==> src/rtl/sci_map.vh <==
// register map, field positions, reset values and timing counts of the serial interface
`ifndef SCI_MAP_VH
`define SCI_MAP_VH
`define IDX_CTL_ONE     16'h7060
`define IDX_BAUD_HIGH   16'h7052
`define IDX_BAUD_LOW    16'h7053
`define IDX_STATUS      16'h7061
`define IDX_RX_DATA     16'h7062
`define IDX_TX_DATA     16'h7063
`define IDX_IRQ_STATUS  16'h7064
`define IDX_IRQ_MASK    16'h7065
`define CTL_RX_ENABLE   0
`define CTL_TX_ENABLE   1
`define CTL_SLEEP       2
`define CTL_TX_WAKE     3
`define CTL_ADDR_MODE   4
`define ST_RX_READY     0
`define ST_TX_READY     1
`define ST_TX_EMPTY     2
`define ST_OVERRUN      3
`define ST_FRAMING      4
`define ST_BREAK        5
`define ST_PARITY       6
`define ST_RX_ERROR     7
`define IRQ_RX_CHAR     0
`define IRQ_TX_READY    1
`define IRQ_RX_ERR      2
`define RST_CTL_ONE     8'h00
`define RST_BAUD        8'h00
`define RST_IRQ_MASK    8'h00
`define TICKS_PER_BIT   3'h7
`define SAMPLE_PHASE    3'h3
`define ZERO_DIV_RELOAD 16'h0001
`define RESP_OKAY       2'h0
`define RESP_SLVERR     2'h2
`endif

==> src/rtl/sci_core.v <==
// serial interface core: AXI4-Lite registers, baud divisor, transmitter, gated receiver
`timescale 1ns/1ps
`include "sci_map.vh"
module sci_core (
	input  wire        sys_clk_in,            // clock, 250 MHz
	input  wire        rst_in,                // async reset, high
	input  wire [17:0] s_axi_awaddr_in,       // write address
	input  wire        s_axi_awvalid_in,      // write address valid
	output wire        s_axi_awready_out,     // write address ready
	input  wire [31:0] s_axi_wdata_in,        // write data
	input  wire [3:0]  s_axi_wstrb_in,        // write strobes
	input  wire        s_axi_wvalid_in,       // write data valid
	output wire        s_axi_wready_out,      // write data ready
	output reg  [1:0]  s_axi_bresp_out,       // write response
	output reg         s_axi_bvalid_out,      // write response valid
	input  wire        s_axi_bready_in,       // write response ready
	input  wire [17:0] s_axi_araddr_in,       // read address
	input  wire        s_axi_arvalid_in,      // read address valid
	output wire        s_axi_arready_out,     // read address ready
	output reg  [31:0] s_axi_rdata_out,       // read data
	output reg  [1:0]  s_axi_rresp_out,       // read response
	output reg         s_axi_rvalid_out,      // read data valid
	input  wire        s_axi_rready_in,       // read data ready
	input  wire        serial_receive_pin_in, // serial input, idle high
	output reg         serial_transmit_pin_out, // serial output, idle high
	output wire        irq_out                // level interrupt
);
	localparam T_IDLE = 1'b0;
	localparam T_BUSY = 1'b1;

	// register state
	reg  [7:0]  serial_control_one_r;
	reg  [7:0]  baud_divisor_high_r;
	reg  [7:0]  baud_divisor_low_r;
	reg  [7:0]  irq_status_r;
	reg  [7:0]  irq_mask_r;
	reg  [7:0]  receive_buffer_r;
	reg         receive_ready_flag_r;
	reg         break_detect_flag_r;
	reg         framing_error_flag_r;
	reg         overrun_flag_r;
	reg  [7:0]  transmit_buffer_r;
	reg         tx_full_r;
	reg         tx_armed_r;
	reg         tx_state_r;
	reg  [9:0]  tx_sh_r;
	reg  [3:0]  tx_left_r;
	reg  [2:0]  tx_phase_r;
	// bus state
	reg         aw_hold_r;
	reg         w_hold_r;
	reg  [15:0] aw_idx_r;
	reg  [7:0]  w_byte_r;
	reg         w_lane_r;
	// combinational
	wire [15:0] baud_divisor_value;
	wire        tick;
	wire        rx_done;
	wire [7:0]  rx_data;
	wire        rx_addr;
	wire        rx_ferr;
	wire        rx_brk;
	wire        rx_take;
	wire        do_write;
	wire        ar_take;
	wire [15:0] ar_idx;
	wire        wr_ctl;
	wire        wr_txd;
	wire        wr_irq;
	wire        tx_load;
	wire        parity_error_flag;
	wire        rx_error;
	wire [7:0]  status_word;
	wire [7:0]  irq_events;
	reg  [7:0]  rd_val;
	reg         rd_ok;

	wire receiver_enable     = serial_control_one_r[`CTL_RX_ENABLE];
	wire transmitter_enable  = serial_control_one_r[`CTL_TX_ENABLE];
	wire rx_sleep            = serial_control_one_r[`CTL_SLEEP];
	wire transmit_wake_select = serial_control_one_r[`CTL_TX_WAKE];
	wire addr_mode           = serial_control_one_r[`CTL_ADDR_MODE];

	// the divisor is a pure concatenation; the counter picks it up at its next reload
	assign baud_divisor_value = {baud_divisor_high_r, baud_divisor_low_r};

	baud_gen u_baud (
		.clk_in     (sys_clk_in),
		.rst_in     (rst_in),
		.divisor_in (baud_divisor_value),
		.tick_out   (tick)
	);

	// shifter has no enable input, so a frame begun while disabled is still completed
	sci_rx_shift u_rx (
		.clk_in      (sys_clk_in),
		.rst_in      (rst_in),
		.tick_in     (tick),
		.rxd_in      (serial_receive_pin_in),
		.nine_bit_in (addr_mode),
		.done_out    (rx_done),
		.data_out    (rx_data),
		.addr_out    (rx_addr),
		.ferr_out    (rx_ferr),
		.brk_out     (rx_brk)
	);

	// transfer to the buffer needs the enable at completion and, while asleep, an address frame
	assign rx_take = rx_done & receiver_enable & (~rx_sleep | rx_addr);

	// AXI4-Lite write channel: address and data latched separately, in either order
	assign s_axi_awready_out = ~aw_hold_r;
	assign s_axi_wready_out  = ~w_hold_r;
	assign do_write          = aw_hold_r & w_hold_r & ~s_axi_bvalid_out;
	assign wr_ctl = do_write & w_lane_r & (aw_idx_r == `IDX_CTL_ONE);
	assign wr_txd = do_write & w_lane_r & (aw_idx_r == `IDX_TX_DATA);
	assign wr_irq = do_write & w_lane_r & (aw_idx_r == `IDX_IRQ_STATUS);

	always @(posedge sys_clk_in or posedge rst_in) begin
		if (rst_in) begin
			aw_hold_r        <= 1'b0;
			w_hold_r         <= 1'b0;
			aw_idx_r         <= 16'h0000;
			w_byte_r         <= 8'h00;
			w_lane_r         <= 1'b0;
			s_axi_bvalid_out <= 1'b0;
			s_axi_bresp_out  <= `RESP_OKAY;
		end else begin
			if (s_axi_awvalid_in && !aw_hold_r) begin
				aw_hold_r <= 1'b1;
				aw_idx_r  <= s_axi_awaddr_in[17:2];
			end
			if (s_axi_wvalid_in && !w_hold_r) begin
				w_hold_r <= 1'b1;
				w_byte_r <= s_axi_wdata_in[7:0];
				w_lane_r <= s_axi_wstrb_in[0];
			end
			if (do_write) begin
				aw_hold_r        <= 1'b0;
				w_hold_r         <= 1'b0;
				s_axi_bvalid_out <= 1'b1;
				case (aw_idx_r)
					`IDX_CTL_ONE, `IDX_BAUD_HIGH, `IDX_BAUD_LOW, `IDX_STATUS, `IDX_RX_DATA,
					`IDX_TX_DATA, `IDX_IRQ_STATUS, `IDX_IRQ_MASK: begin
						s_axi_bresp_out <= `RESP_OKAY;
					end
					default: begin
						s_axi_bresp_out <= `RESP_SLVERR;
					end
				endcase
			end else if (s_axi_bvalid_out && s_axi_bready_in) begin
				s_axi_bvalid_out <= 1'b0;
			end
		end
	end

	// plain read/write registers; the sleep bit has only this one writer
	always @(posedge sys_clk_in or posedge rst_in) begin
		if (rst_in) begin
			serial_control_one_r <= `RST_CTL_ONE;
			baud_divisor_high_r  <= `RST_BAUD;
			baud_divisor_low_r   <= `RST_BAUD;
			irq_mask_r           <= `RST_IRQ_MASK;
		end else if (do_write && w_lane_r) begin
			case (aw_idx_r)
				`IDX_CTL_ONE:   serial_control_one_r <= w_byte_r;
				`IDX_BAUD_HIGH: baud_divisor_high_r  <= w_byte_r;
				`IDX_BAUD_LOW:  baud_divisor_low_r   <= w_byte_r;
				`IDX_IRQ_MASK:  irq_mask_r           <= w_byte_r;
				default: begin
				end
			endcase
		end
	end

	// AXI4-Lite read channel: one cycle from address taken to data valid
	assign s_axi_arready_out = ~s_axi_rvalid_out;
	assign ar_take           = s_axi_arvalid_in & ~s_axi_rvalid_out;
	assign ar_idx            = s_axi_araddr_in[17:2];

	assign parity_error_flag = 1'b0; // no parity in this frame format
	assign rx_error    = break_detect_flag_r | framing_error_flag_r | overrun_flag_r | parity_error_flag;
	assign status_word = {rx_error, parity_error_flag, break_detect_flag_r, framing_error_flag_r,
		overrun_flag_r, (tx_state_r == T_IDLE) & ~tx_full_r, ~tx_full_r, receive_ready_flag_r};

	always @* begin
		rd_val = 8'h00;
		rd_ok  = 1'b1;
		case (ar_idx)
			`IDX_CTL_ONE:    rd_val = serial_control_one_r;
			`IDX_BAUD_HIGH:  rd_val = baud_divisor_high_r;
			`IDX_BAUD_LOW:   rd_val = baud_divisor_low_r;
			`IDX_STATUS:     rd_val = status_word;
			`IDX_RX_DATA:    rd_val = receive_buffer_r;
			`IDX_TX_DATA:    rd_val = transmit_buffer_r;
			`IDX_IRQ_STATUS: rd_val = irq_status_r;
			`IDX_IRQ_MASK:   rd_val = irq_mask_r;
			default:         rd_ok  = 1'b0;
		endcase
	end

	always @(posedge sys_clk_in or posedge rst_in) begin
		if (rst_in) begin
			s_axi_rvalid_out <= 1'b0;
			s_axi_rdata_out  <= 32'h00000000;
			s_axi_rresp_out  <= `RESP_OKAY;
		end else if (ar_take) begin
			s_axi_rvalid_out <= 1'b1;
			s_axi_rdata_out  <= {24'h000000, rd_val};
			s_axi_rresp_out  <= rd_ok ? `RESP_OKAY : `RESP_SLVERR;
		end else if (s_axi_rvalid_out && s_axi_rready_in) begin
			s_axi_rvalid_out <= 1'b0;
		end
	end

	// receive buffer and its flags change only on an accepted transfer; reading data clears ready
	always @(posedge sys_clk_in or posedge rst_in) begin
		if (rst_in) begin
			receive_buffer_r     <= 8'h00;
			receive_ready_flag_r <= 1'b0;
			break_detect_flag_r  <= 1'b0;
			framing_error_flag_r <= 1'b0;
			overrun_flag_r       <= 1'b0;
		end else if (rx_take) begin
			receive_buffer_r     <= rx_data;
			receive_ready_flag_r <= 1'b1;
			break_detect_flag_r  <= rx_brk;
			framing_error_flag_r <= rx_ferr;
			overrun_flag_r       <= receive_ready_flag_r;
		end else if (ar_take && ar_idx == `IDX_RX_DATA) begin
			receive_ready_flag_r <= 1'b0;
		end
	end

	// a character is armed if written, or later found, with the transmitter enabled
	assign tx_load = (tx_state_r == T_IDLE) & tx_full_r & (tx_armed_r | transmitter_enable);

	always @(posedge sys_clk_in or posedge rst_in) begin
		if (rst_in) begin
			transmit_buffer_r <= 8'h00;
			tx_full_r         <= 1'b0;
			tx_armed_r        <= 1'b0;
		end else if (wr_txd) begin
			transmit_buffer_r <= w_byte_r;
			tx_full_r         <= 1'b1;
			tx_armed_r        <= transmitter_enable;
		end else if (tx_load) begin
			tx_full_r  <= 1'b0;
			tx_armed_r <= 1'b0;
		end
	end

	// transmit shifter: start, data, optional address bit, stop; a started frame always ends
	always @(posedge sys_clk_in or posedge rst_in) begin
		if (rst_in) begin
			tx_state_r              <= T_IDLE;
			tx_sh_r                 <= 10'h3FF;
			tx_left_r               <= 4'h0;
			tx_phase_r              <= 3'h0;
			serial_transmit_pin_out <= 1'b1;
		end else begin
			case (tx_state_r)
				T_IDLE: begin
					serial_transmit_pin_out <= 1'b1; // mark level, no data
					if (tx_load) begin
						tx_state_r <= T_BUSY;
						tx_phase_r <= 3'h0;
						if (addr_mode) begin
							tx_sh_r   <= {1'b1, transmit_wake_select, transmit_buffer_r};
							tx_left_r <= 4'd10;
						end else begin
							tx_sh_r   <= {2'b11, transmit_buffer_r};
							tx_left_r <= 4'd9;
						end
						serial_transmit_pin_out <= 1'b0;
					end
				end
				T_BUSY: begin
					if (tick) begin
						tx_phase_r <= tx_phase_r + 3'h1;
						if (tx_phase_r == `TICKS_PER_BIT) begin
							if (tx_left_r == 4'h0) begin
								tx_state_r              <= T_IDLE;
								serial_transmit_pin_out <= 1'b1;
							end else begin
								serial_transmit_pin_out <= tx_sh_r[0];
								tx_sh_r                 <= {1'b1, tx_sh_r[9:1]};
								tx_left_r               <= tx_left_r - 4'h1;
							end
						end
					end
				end
				default: begin
					tx_state_r <= T_IDLE;
				end
			endcase
		end
	end

	// sticky interrupt status; a new event beats a write-one clear in the same cycle
	assign irq_events = {5'h00, rx_take & (rx_brk | rx_ferr | receive_ready_flag_r), tx_load, rx_take};

	always @(posedge sys_clk_in or posedge rst_in) begin
		if (rst_in) begin
			irq_status_r <= 8'h00;
		end else begin
			irq_status_r <= (irq_status_r & ~(wr_irq ? w_byte_r : 8'h00)) | irq_events;
		end
	end

	assign irq_out = |(irq_status_r & irq_mask_r);
endmodule

==> src/rtl/baud_gen.v <==
// baud down-counter producing one sample enable per divisor period
`timescale 1ns/1ps
`include "sci_map.vh"
module baud_gen (
	input  wire        clk_in,      // peripheral clock
	input  wire        rst_in,      // async reset, high
	input  wire [15:0] divisor_in,  // baud divisor value
	output reg         tick_out     // one-cycle sample enable
);
	reg  [15:0] count_r;
	wire [15:0] reload;

	// zero divisor still gives a two-clock period, so a bit lasts 16 clocks
	assign reload = (divisor_in == 16'h0000) ? `ZERO_DIV_RELOAD : divisor_in;

	// reload only at terminal count, so a new divisor never cuts a period short
	always @(posedge clk_in or posedge rst_in) begin
		if (rst_in) begin
			count_r  <= 16'h0000;
			tick_out <= 1'b0;
		end else if (count_r == 16'h0000) begin
			count_r  <= reload;
			tick_out <= 1'b1;
		end else begin
			count_r  <= count_r - 16'h0001;
			tick_out <= 1'b0;
		end
	end
endmodule

==> src/rtl/sci_rx_shift.v <==
// receive shift register: assembles frames regardless of the enable bits
`timescale 1ns/1ps
`include "sci_map.vh"
module sci_rx_shift (
	input  wire       clk_in,      // clock
	input  wire       rst_in,      // async reset, high
	input  wire       tick_in,     // sample enable, 8 per bit
	input  wire       rxd_in,      // serial line, idle high
	input  wire       nine_bit_in, // frame carries an address bit
	output reg        done_out,    // one-cycle pulse at stop sample
	output reg  [7:0] data_out,    // assembled character
	output reg        addr_out,    // address bit of the frame
	output reg        ferr_out,    // stop bit was low
	output reg        brk_out      // whole frame low and, in eight-bit mode, the last bit received in the previous frame low
);
	localparam S_IDLE  = 2'd0;
	localparam S_START = 2'd1;
	localparam S_DATA  = 2'd2;
	localparam S_STOP  = 2'd3;

	reg [1:0] state_r;
	reg [2:0] phase_r;
	reg [3:0] idx_r;
	reg [8:0] sh_r;
	wire [3:0] nbits;

	assign nbits = nine_bit_in ? 4'd9 : 4'd8;

	// frame sequencer, mid-bit sampling at phase 3
	always @(posedge clk_in or posedge rst_in) begin
		if (rst_in) begin
			state_r  <= S_IDLE;
			phase_r  <= 3'h0;
			idx_r    <= 4'h0;
			sh_r     <= 9'h000;
			done_out <= 1'b0;
			data_out <= 8'h00;
			addr_out <= 1'b0;
			ferr_out <= 1'b0;
			brk_out  <= 1'b0;
		end else begin
			done_out <= 1'b0;
			if (tick_in) begin
				phase_r <= phase_r + 3'h1;
				case (state_r)
					S_IDLE: begin
						phase_r <= 3'h0;
						if (!rxd_in) begin
							state_r <= S_START;
						end
					end
					S_START: begin
						if (phase_r == `SAMPLE_PHASE && rxd_in) begin
							state_r <= S_IDLE; // glitch, not a start bit
						end else if (phase_r == `TICKS_PER_BIT) begin
							state_r <= S_DATA;
							idx_r   <= 4'h0;
						end
					end
					S_DATA: begin
						if (phase_r == `SAMPLE_PHASE) begin
							sh_r  <= {rxd_in, sh_r[8:1]};
							idx_r <= idx_r + 4'h1;
						end else if (phase_r == `TICKS_PER_BIT && idx_r == nbits) begin
							state_r <= S_STOP;
						end
					end
					S_STOP: begin
						if (phase_r == `SAMPLE_PHASE) begin
							state_r  <= S_IDLE;
							done_out <= 1'b1;
							data_out <= nine_bit_in ? sh_r[7:0] : sh_r[8:1];
							addr_out <= nine_bit_in & sh_r[8];
							ferr_out <= ~rxd_in;
							brk_out  <= ~rxd_in & (sh_r == 9'h000);
						end
					end
					default: begin
						state_r <= S_IDLE;
					end
				endcase
			end
		end
	end
endmodule

==> config.mk <==
export PLATFORM = sky130hd
export DESIGN_NAME = sci_core
export DESIGN_NICKNAME = d
export VERILOG_FILES = /design/src/rtl/sci_core.v /design/src/rtl/baud_gen.v /design/src/rtl/sci_rx_shift.v
export VERILOG_INCLUDE_DIRS = /design/src /design/src/rtl
export SDC_FILE = /design/constraint.sdc
export NUM_CORES = 1
export LEC_CHECK = 0
export ABC_AREA = 1
export BUFFER_PORTS_ARGS = -buffer_cell sky130_fd_sc_hd__buf_2
export CAP_MARGIN = 15
export CORE_ASPECT_RATIO = 0.8
export CORE_MARGIN = 8
export CORE_UTILIZATION = 35
export DETAILED_ROUTE_END_ITERATION = 10
export GPL_TIMING_DRIVEN = 1
export PLACE_DENSITY = 0.57
export SLEW_MARGIN = 20
export SYNTH_ARGS = -nofsm -noshare
export SYNTH_HDL_FRONTEND = slang
export SYNTH_SLANG_ARGS = --single-unit
==> constraint.sdc <==
create_clock -name sys_clk_in -period 7.69 [get_ports sys_clk_in]
set_input_delay 0.769 -clock sys_clk_in [delete_from_list [all_inputs] [get_ports sys_clk_in]]
set_output_delay 0.769 -clock sys_clk_in [all_outputs]
set_load 0.02 [all_outputs]
# Yosys cells after proc, flatten, opt, wreduce, memory -nomap -nowiden
# Index checks and enable logic that the tools add are counted.
# op_classes
eq_ne	35
mux	63
n_reduce_logical	36
n_addsub	5
bitwise_logic	32
# ops
cell	n
== test 16 x 15 -> 1 bit, second input constant	16
one-hot mux 8 bit (8 select lines)	1
2-to-1 mux 10 bit	4
logical NOT 16 bit	2
2-to-1 mux 16 bit	2
2-to-1 mux 4 bit	7
2-to-1 mux 1 bit	27
OR reduction 8 bit	3
one-hot mux 10 bit (2 select lines)	1
2-to-1 mux 2 bit	9
AND 8 bit	2
2-to-1 mux 8 bit	2
one-hot mux 4 bit (2 select lines)	2
subtractor 16 x 1 -> 16 bit, second input constant	1
AND 1 bit	14
nonzero test 2 bit	7
inequality test 2 x 1 -> 1 bit, second input constant	6
AND reduction 2 bit	6
inequality test 2 bit, second input constant	5
logical NOT 9 bit	1
2-to-1 mux 3 bit	3
2-to-1 mux 9 bit	1
logical AND 1 bit	8
NOT 1 bit	8
other kinds (22)	33
# totals
out_inout_bits	43
ff_bits	169

# Logic depth before layout (Yosys ltp)
# Gate-level depths: netlist of the first run.
# depth
depth_word	8
mapped_depth	12
ltp_nobuf	10

# By module
# A second synthesis of the first run with hierarchy kept.
# hier_totals
cells_unflattened	1054
area_unflattened_um2	8667.1
# by_module_without_submodules
mod	cells_each	area_each_um2	seq_area_each_um2	n_inst
sci_core	701	5969.5	2990.4	1
sci_rx_shift	179	1546.5	750.7	1
baud_gen	174	1151.1	425.4	1

# Worst setup path after synthesis of the first run
# OpenSTA, ideal clock, no wires.
# synth_timing
path_kind	input port to flip-flop
start	input port s_axi_araddr_in[13]
end	register s_axi_rresp_out[1]
path_slack_ns	5.986
setup_ns	0.119
path_stages	10
n_path_buf	2
arrival_ns	1.585
path_cell_list	nor2_1 nand2_1 nor2_4 buf_6 buf_6 nand2_1 nand2_1 nor2_1 nand4_1 nand2_1
# synth_between
elab_chain_len	4
elab_cells_between_ends	11
classes_between	eq/ne (8); mux (2); reduce/logical (1)
# synth_rtl
item	line	text
start, declared	sci_core.v:17	input wire [17:0] s_axi_araddr_in,
== test 16 x 15 -> 1 bit	sci_core.v:189	case (ar_idx)
OR reduction 8 bit (no line) (*)	--	
2-to-1 mux 1 bit (*)	sci_core.v:189	
2-to-1 mux 2 bit (no line) (*)	--	
end signal, assigned	sci_core.v:206	s_axi_rresp_out <= `RESP_OKAY;
end signal, assigned	sci_core.v:210	s_axi_rresp_out <= rd_ok ? `RESP_OKAY : `RESP_SLVERR;
end, declared	sci_core.v:21	output reg [1:0] s_axi_rresp_out,
# Mark *: on every way between the ends. The rest lies on a longest branch, timed or not.
# A chain may end at the register's enable or synchronous reset.

# Final worst setup path of the first run
# layout_timing
start	register irq_status_r[3]
end	output port irq_out
# layout_between
elab_chain_len	2
# layout_rtl
item	line	text
start, declared	sci_core.v:35	reg [7:0] irq_status_r;
start signal, assigned	sci_core.v:307	irq_status_r <= (irq_status_r & ~(wr_irq ? w_byte_r : 8'h00)) | irq_events;
AND 8 bit	sci_core.v:311	assign irq_out = |(irq_status_r & irq_mask_r);
OR reduction 8 bit	sci_core.v:311	
end, declared	sci_core.v:26	output wire irq_out
# Every way passes these cells.

==> flow_summary.toml, run 1 <==
[worst_setup_path]
arrival_ps = 1480
required_ps = 6920
crit_chain = "nand2_1, nand2_1, a221oi_1, nand2_1, buf_2"
path_class = "flop to output port"
worstSetupEndpointType = "output port"
cpPeakStageDelay_ps = 410
critPathMostFrequentCell = "nand2_1"
crit_slowest_cell = "dfrtp_1"
crit_fanout = 3
cp-start-kind = "flop"

[global_route]
antenna_found_initial = 0
grt_max_degree = 93
grt_overflow = 0
grt_pass1_wl_um = 33800
track_usage_pct = 14.2
grt_pass1_vias = 6472

[cells_and_area]
diodes = 0
finish.net_count = 1150
final_common_cell = "nand2_1"
layout_common_cells = "nand2_1, dfrtp_1, nor2_1, nand3_1, inv_1"
fill_cells = 2404
postLayoutCoreUtil_pct = 40.2
layout-drive-gt1-share_pct = 16.8
layout.cells.non_filler = 1386
syn2layout_area_growth_pct = 12.3

[cts]
clockBufferDepth = 2
cts_buffers = 17
cts_root_buf = "clkbuf_16"
clkSinkCount = 166
clkTransAtPathRegs_ps = 70
cts_htree_levels = 4
cts_tree = "built"
cts_hold_buf = 0
worstSkewPairLatency_ps = 430
ctsResizeCount = 0
post_cts_buffers = 0

[routing]
dr.first_iter.drc_count = 481
antenna_left = 0
vias = 6636
drt-wirelength-per-cell_um = 14.5
drt-total-wl_um = 20200
first_pass_iters = 5
viasPerCell = 4.79
drc = 0

[yosys]
synth-seq-area-share_pct = 49.5
async_reset_ff_share_pct = 100
synth_top_flop_cell = "dfrtp_1"
syn_area_sq_um = 8420
syn_area_per_cell_sq_um = 8.37
synth_edf_count = 0
yosys_warnings = 0
synth_seq_cells = 166
synth_cells = 1006
synth_cell_types = 42

[die]
num_rows = 50
start_util_pct = 35.8
die_y_um = 155
core-area_sq_um = 23500
dieArea_sq_um = 29300
io_pins = 123
die_w_um = 189

[power]
vdd_drop_max_uv = 179
power_uw = 2380
p_leak_uw = 0.00453
p_per_area_nw_per_um2 = 252

[hold_path]
hold_path.class = "flop to flop"

[timing]
fin_crit_sh_pct = 29.3
relSlewSlack_pct = 34.1
finalSetupViolCount = 0
max_freq_mhz = 444
rsz0062_at_grt = "false"
min_period_ps = 2250
hold_viol = 0
final_max_slew_viol_count = 0
worst_slew_pin_slew_ps = 989
skew_ps = 7.62
fin_tns_setup_ps = 0

[status]
status = "completed"

[placement]
placedCellCount = 1354
hpwl_um = 14400
gp_congestion = 0.816
io_buffers = 65

[run]
cap_violations = 0
worst max-delay path: cells and delay by family, from the launching register on:
kind	cells	cell delay, ps
buffers and inverters	1	180
DFF	1	410
and+or+nand+nor	3	260
AOI/OAI and AO/OA	1	200
path summary, 6_finish.rpt:
kind | slack, ps | from | cells past startpoint | end
max | 5440 | irq_status_r[3]$_DFF_PP0_ | 5 | irq_out
min | 470 | s_axi_rdata_out[2]$_DFFE_PP0P_ | 2 | s_axi_rdata_out[2]$_DFFE_PP0P_
max reg2reg | 5580 | tx_state_r$_DFF_PP0_ | 7 | tx_left_r[2]$_DFFE_PP0P_
min reg2reg | 470 | s_axi_rdata_out[2]$_DFFE_PP0P_ | 2 | s_axi_rdata_out[2]$_DFFE_PP0P_
max in group asynchronous | 5640 | rst_in | 3 | aw_idx_r[7]$_DFFE_PP0P_
min in group asynchronous | 490 | rst_in | 2 | w_byte_r[2]$_DFFE_PP0P_
cells in the mapped netlist (10+ instances only):
| library cell | count | area share [%] |
|---|---|---|
| nand2_1 | 249 | 11 |
| dfrtp_1 | 156 | 46 |
| nor2_1 | 97 | 4.3 |
| nand3_1 | 95 | 5.6 |
| inv_1 | 80 | 3.6 |
| o21ai_1 | 53 | 3.2 |
| o21ai_0 | 48 | 2.9 |
| buf_4 | 29 | 2.6 |
| a21oi_1 | 21 | 1.2 |
| a31oi_1 | 12 | 0.89 |
| buf_2 | 12 | 0.71 |
| inv_2 | 12 | 0.53 |
| nor2_4 | 12 | 1.6 |
| mux2_2 | 11 | 1.5 |
| nor2_2 | 11 | 0.82 |
| clkbuf_1 | 10 | 0.45 |
| dfstp_2 | 10 | 3.1 |
| nand4_1 | 10 | 0.74 |
per-stage QoR:
stage / hold slack (ps) / instance area (sq um) / worst slack [ps]
floorplan: 452 / 8510 / 2450
global placement: 460 / 8870 / 5080
detailed placement: 462 / 8870 / 5080
CTS: 481 / 9450 / 5390
global route: 505 / 9450 / 5290
finish: 474 / 9450 / 5440
routing by layer:
layer | routed length (um) | vias up | global-route usage [%]
met4 | 276 | 0 | 4.12
met2 | 7790 | 170 | 19.2
li1 | - | 3359 | -
met3 | 1300 | 25 | 2.74
met1 | 10800 | 3082 | 22.0
met5 | 0 | - | 0
power by group:
| part | total [uW] | internal (uW) | switching, uW |
|---|---|---|---|
| Combinational | 464 | 148 | 316 |
| Clock | 836 | 433 | 402 |
| Sequential | 1080 | 998 | 86.4 |
layout make-up:
type	instances	area (sq um)	share of cell area, %
clock inverters	15	154	1.63
clock buffers	17	425	4.50
inverters	94	360	3.81
multi-input cells	714	3610	38.2
well taps	312	390	4.13
flip-flops and latches	166	4170	44.1
repair buffers	68	348	3.68
logic make-up (layout without fill, tap and decap cells):
logic type | count (synthesis) | after routing | share of synthesized area [%]
simple gates | 497 | 497 | 27.1
flops | 166 | 166 | 49.5
compound gates | 160 | 160 | 10.7
buf+inv | 151 | 194 | 8.77
xor+xnor | 11 | 11 | 1.14
mux | 11 | 11 | 1.47
fa+ha+maj | 9 | 9 | 1.34
other cells | 1 | 26 | 0.0445
state kept, by name, indices dropped and copies added (netlist names), 8 cells and up, named ones only:
register,cells
transmit_buffer_r,8
baud_divisor_low_r,8
u_rx.sh_r,9
s_axi_rdata_out,8
u_rx.data_out,8
irq_mask_r,8
irq_status_r,8
serial_control_one_r,8
baud_divisor_high_r,8
u_baud.count_r,16
receive_buffer_r,8
aw_idx_r,16
w_byte_r,8
tx_sh_r,9
(Power assumes the default switching activity.)
==> inputs of run 2 (changes only) <==
--- a/config.mk
+++ b/config.mk
@@ -14,7 +14,7 @@
 export CORE_UTILIZATION = 35
 export DETAILED_ROUTE_END_ITERATION = 10
 export GPL_TIMING_DRIVEN = 1
-export PLACE_DENSITY = 0.57
+export PLACE_DENSITY = 0.59
 export SLEW_MARGIN = 20
 export SYNTH_ARGS = -nofsm -noshare
 export SYNTH_HDL_FRONTEND = slang
==> constraint.sdc (replaced) <==
create_clock -name sys_clk_in -period 1.8 [get_ports sys_clk_in]
set_input_delay 0.18 -clock sys_clk_in [delete_from_list [all_inputs] [get_ports sys_clk_in]]
set_output_delay 0.18 -clock sys_clk_in [all_outputs]
set_load 0.02 [all_outputs]
==> flow_summary.toml, run 2 (synthesis results as in run 1) <==
[placement]
dpl_worst_slack_ps = 39.2
io_buffers = 65
gp_congestion = 0.852
hpwl_um = 15100

[hold_path]
hold-path-endpoint = "aw_idx_r[5]$_DFFE_PP0P_"
hold_path.class = "input port to flop"
hold_path_depth = 3
min_from = "s_axi_awaddr_in[7]"

[global_route]
track_usage_pct = 14.3
grt_pass1_vias = 6483
grt_max_degree = 62
antenna_found_initial = 0
grt_overflow = 0
grt_pass1_wl_um = 34300

[cells_and_area]
diodes = 0
top_regs = "aw_idx_r x16, u_baud.count_r x16"
layout-drive-gt1-share_pct = 18.0
final_common_cell = "nand2_1"
syn2layout_area_growth_pct = 17.4
finish.net_count = 1191
layout_common_cells = "nand2_1, dfrtp_1, nor2_1, nand3_1, inv_1"

[die]
die_y_um = 155
start_util_pct = 35.8
num_rows = 50
die_w_um = 189
dieArea_sq_um = 29300
io_pins = 123
core-area_sq_um = 23500

[worst_setup_path]
required_ps = 2110
ff2ff_path_depth = 9
crit_chain = "ha_1, ha_1, nand2_1, inv_1, nand3_1, nand3_2, a21oi_4, o21ai_1, o21a_1"
rrSetupSlack_ps = 120
critPathMostFrequentCell = "ha_1"
critPathTopFamily = "adder cells"
crit_cells = 9
rr_startpoint = "u_rx.phase_r[0]$_DFFE_PP0P_"
cp-start-kind = "flop"
path_class = "flop to flop"
cpPeakStageDelay_ps = 380
crit_fanout = 5
crit_slowest_cell = "dfrtp_1"
worstSetupEndpointType = "flop"
arrival_ps = 2000
path_buf_inv = 1
r2r-end = "u_rx.idx_r[0]$_DFFE_PP0P_"

[cts]
cts_htree_levels = 4
worstSkewPairLatency_ps = 420
cts_buffers = 17
clockBufferDepth = 2
cts_root_buf = "clkbuf_16"
clkTransAtPathRegs_ps = 70
cts_tree = "built"
clkSinkCount = 166

[routing]
antenna_left = 0
first_pass_iters = 5
drt-wirelength-per-cell_um = 14.5
viasPerCell = 4.82
drt-total-wl_um = 20800
vias = 6883
dr.first_iter.drc_count = 537
drc = 0

[status]
status = "completed"

[timing]
fin_crit_sh_pct = 93.5
max_freq_mhz = 594
fin_tns_setup_ps = 0
skew_ps = 10.9
hold_viol = 0
relSlewSlack_pct = 55.8
worst_slack_ps = 118
finalSetupViolCount = 0
worst_slew_pin_slew_ps = 659
final_max_slew_viol_count = 0
rsz0062_at_grt = "true"
min_period_ps = 1680

[run]
cap_violations = 0

[power]
power_uw = 10400
p_leak_uw = 0.00474
vdd_drop_max_uv = 715
p_per_area_nw_per_um2 = 1050
==> run 2: cell count changes in the layout (fill, tap and decap cells not counted), moves of 3 or more <==
cell	delta
inv_8	-4
buf_4	+16
inv_6	-3
dlygate4sd3_1	+19
clkbuf_1	+4
buf_12	+4
==> run 2: what timing repair did <==
item / CTS / global route
endpoints found under the setup margin: 0 / 26
hold endpoints to repair: 174 / 0
buffers inserted: 0 / 2
resized for setup: 0 / 6
hold buffers: 19 / 0
==> run 2: worst max path at each step <==
stage / to / start
after floorplan: async pin / rst_in
after global placement: tx_left_r[2]$_DFFE_PP0P_ / tx_left_r[0]$_DFFE_PP0P_
after detailed placement: flop / u_rx.phase_r[0]$_DFFE_PP0P_
after CTS: flop / u_rx.phase_r[0]$_DFFE_PP0P_
after global routing: serial_control_one_r[3]$_DFFE_PP0P_ / s_axi_bvalid_out$_DFFE_PP0P_
final: u_rx.idx_r[0]$_DFFE_PP0P_ / u_rx.phase_r[0]$_DFFE_PP0P_
==> run 2: cell type report <==
| cell class | count | area, sq um |
|---|---|---|
| timing repair buffer | 107 | 738 |
| clock inverter | 9 | 116 |
| tap | 312 | 390 |
| multi-input combinational | 716 | 3650 |
| fill | 2392 | 13600 |
| sequential | 166 | 4170 |
| clock buffer | 23 | 468 |
| inverter | 94 | 359 |
==> run 2: worst min-delay path, cell delays in order <==
cell,delay [ps]
buf_2,80
nor2_1,40
a21oi_1,100
==> run 2: power breakdown <==
group / internal, uW / switching, uW
sequential: 4270 / 367
clock: 2140 / 1500
combinational: 711 / 1410
total: 7110 / 3280
==> run 2: routing by layer <==
layer | vias up | part of all wire (%) | track usage [%] | routed length (um)
met5 | - | 0 | 0 | 0
met4 | 0 | 0.78 | 3.16 | 161
met3 | 12 | 7.5 | 3.42 | 1550
met2 | 200 | 40 | 19.3 | 8260
met1 | 3227 | 52 | 22.3 | 10800
li1 | 3444 | - | - | -
==> run 2: metrics by stage <==
| stage | hold slack (ps) | utilization [%] | instances | instance area, sq um |
|---|---|---|---|---|
| floorplan | 276 | - | 1031 | 8520 |
| global placement | 362 | 38.5 | 1372 | 9060 |
| detailed placement | 359 | 38.5 | 1372 | 9060 |
| CTS | 5.98 | 41.8 | 1423 | 9830 |
| global route | 24.4 | 42.0 | 1427 | 9890 |
| finish | 18.8 | 42.0 | 1427 | 9890 |
==> inputs of run 3 (changes only) <==
--- a/config.mk
+++ b/config.mk
@@ -15,6 +15,7 @@
 export DETAILED_ROUTE_END_ITERATION = 10
 export GPL_TIMING_DRIVEN = 1
 export PLACE_DENSITY = 0.59
+export REMOVE_ABC_BUFFERS = 1
 export SLEW_MARGIN = 20
 export SYNTH_ARGS = -nofsm -noshare
 export SYNTH_HDL_FRONTEND = slang
==> flow_summary.toml, run 3 (synthesis results as in run 1) <==
[power]
clock_power_share_pct = 37.3
p_int_uw = 7510
power_uw = 10800
p_leak_uw = 0.00480
vdd_drop_max_uv = 870
p_seq_share_pct = 43.0
combPwrFrac_pct = 19.6
p_per_area_nw_per_um2 = 1080
p_sw_uw = 3270
netSwitchingFraction_pct = 30.3

[placement]
hpwl_um = 15000
dpl_cell_area_sq_um = 9070
gp_congestion = 0.860
io_buffers = 65

[worst_setup_path]
arrival_ps = 1510
worstSetupEndpointType = "output port"
required_ps = 1620
crit_slowest_cell = "dfrtp_1"
crit_chain = "nand2_1, nand2_1, a221oi_2, nand2_1, buf_2"
crit_fanout = 3
cpPeakStageDelay_ps = 400
cp-start-kind = "flop"
critPathMostFrequentCell = "nand2_1"
path_class = "flop to output port"

[cells_and_area]
finish.net_count = 1194
ff_latch_area_sq_um = 4170
diodes = 0
syn2layout_area_growth_pct = 19.0
fill_cells = 2393
layout-drive-gt1-share_pct = 18.1
finalInstanceArea_sq_um = 10000
top_regs = "aw_idx_r x16, u_baud.count_r x16"
multi_input_area_sq_um = 3670
final_common_cell = "nand2_1"
layout_common_cells = "nand2_1, dfrtp_1, nor2_1, nand3_1, inv_1"

[timing]
fin_tns_setup_ps = 0
min_period_ps = 1690
finalSetupViolCount = 0
worst_hold_slack_ps = 7.22
fin_crit_sh_pct = 93.8
worst_slew_pin_slew_ps = 614
max_freq_mhz = 592
relSlewSlack_pct = 58.9
skew_ps = 10.9
rsz0062_at_grt = "false"
final_max_slew_viol_count = 0
hold_viol = 0

[die]
start_util_pct = 35.8
core-area_sq_um = 23500
dieArea_sq_um = 29300
num_rows = 50
die_y_um = 155
die_w_um = 189
io_pins = 123

[status]
status = "completed"

[routing]
antenna_left = 0
drt-total-wl_um = 20600
drc = 0
vias = 6883
dr.first_iter.drc_count = 606
drt-wirelength-per-cell_um = 14.4
viasPerCell = 4.81
first_pass_iters = 5

[run]
cap_violations = 0

[global_route]
grt_pass1_vias = 6577
grt_pass1_wl_um = 34100
track_usage_pct = 14.3
grt_max_degree = 70
grt_overflow = 0
antenna_found_initial = 0

[cts]
cts_tree = "built"
worstSkewPairLatency_ps = 430
cts_htree_levels = 4
cts_root_buf = "clkbuf_16"
clockBufferDepth = 2
clkSinkCount = 166
cts_buffers = 17
clkTransAtPathRegs_ps = 70

[hold_path]
hold_path.class = "input port to flop"
==> run 3: through the flow <==
| stage | instances | setup WS (ps) | utilization (%) |
|---|---|---|---|
| after floorplan | 974 | -2850 | - |
| after global placement | 1372 | 45.6 | 38.6 |
| after detailed placement | 1372 | 59.8 | 38.6 |
| after CTS | 1427 | 11.3 | 42.3 |
| after global routing | 1430 | 6.43 | 42.6 |
| final | 1430 | 112 | 42.6 |
==> run 3: timing repair <==
action	4_1_cts	5_1_grt
hold buffers	23	0
gates resized for setup	0	8
hold endpoints to repair	61	0
endpoints found under the setup margin	0	31
setup buffers	0	1
==> run 3: critical path: cells and delay by family (launching register included) <==
family          cells  cell delay, ps
buf+inv             1             180
simple gates        3             290
flops               1             400
compound gates      1             210
==> run 3: path summary, 6_finish.rpt <==
check,from,endpoint,slack [ps],cells past startpoint
worst max-delay path,irq_status_r[3]$_DFF_PP0_,irq_out,110,5
worst min-delay path,s_axi_awaddr_in[8],aw_idx_r[6]$_DFFE_PP0P_,7,3
worst max register to register,u_rx.phase_r[0]$_DFFE_PP0P_,u_rx.data_out[3]$_DFFE_PP0P_,170,8
worst min register to register,s_axi_rdata_out[4]$_DFFE_PP0P_,s_axi_rdata_out[4]$_DFFE_PP0P_,480,2
max in group asynchronous,rst_in,tx_sh_r[5]$_DFFE_PP1P_,800,4
min in group asynchronous,rst_in,aw_idx_r[15]$_DFFE_PP0P_,330,3
==> run 3: per-layer routing <==
layer	up-vias	routed length, um	global-route usage, %	share of wire [%]
met5	-	0	0	0
met4	0	237	3.68	1.1
met3	17	1210	3.80	5.9
met2	184	8810	20.4	43
met1	3235	10400	20.9	50
li1	3447	-	-	-
==> run 3: layout make-up <==
type,instances,area share (%)
well taps,312,3.90
clock inverters,11,1.97
inverters,94,3.60
repair buffers,110,7.82
clock buffers,21,4.50
flip-flops and latches,166,41.6
multi-input cells,716,36.6
==> run 3: power groups by stage <==
stage	Clock, uW	Sequential (uW)	Combinational, uW
after floorplan	0	4660	1450
after detailed placement	0	4700	2070
final	4020	4640	2120
after global routing	4250	4700	2390
after CTS	4100	4640	2110
after global placement	0	4680	2030
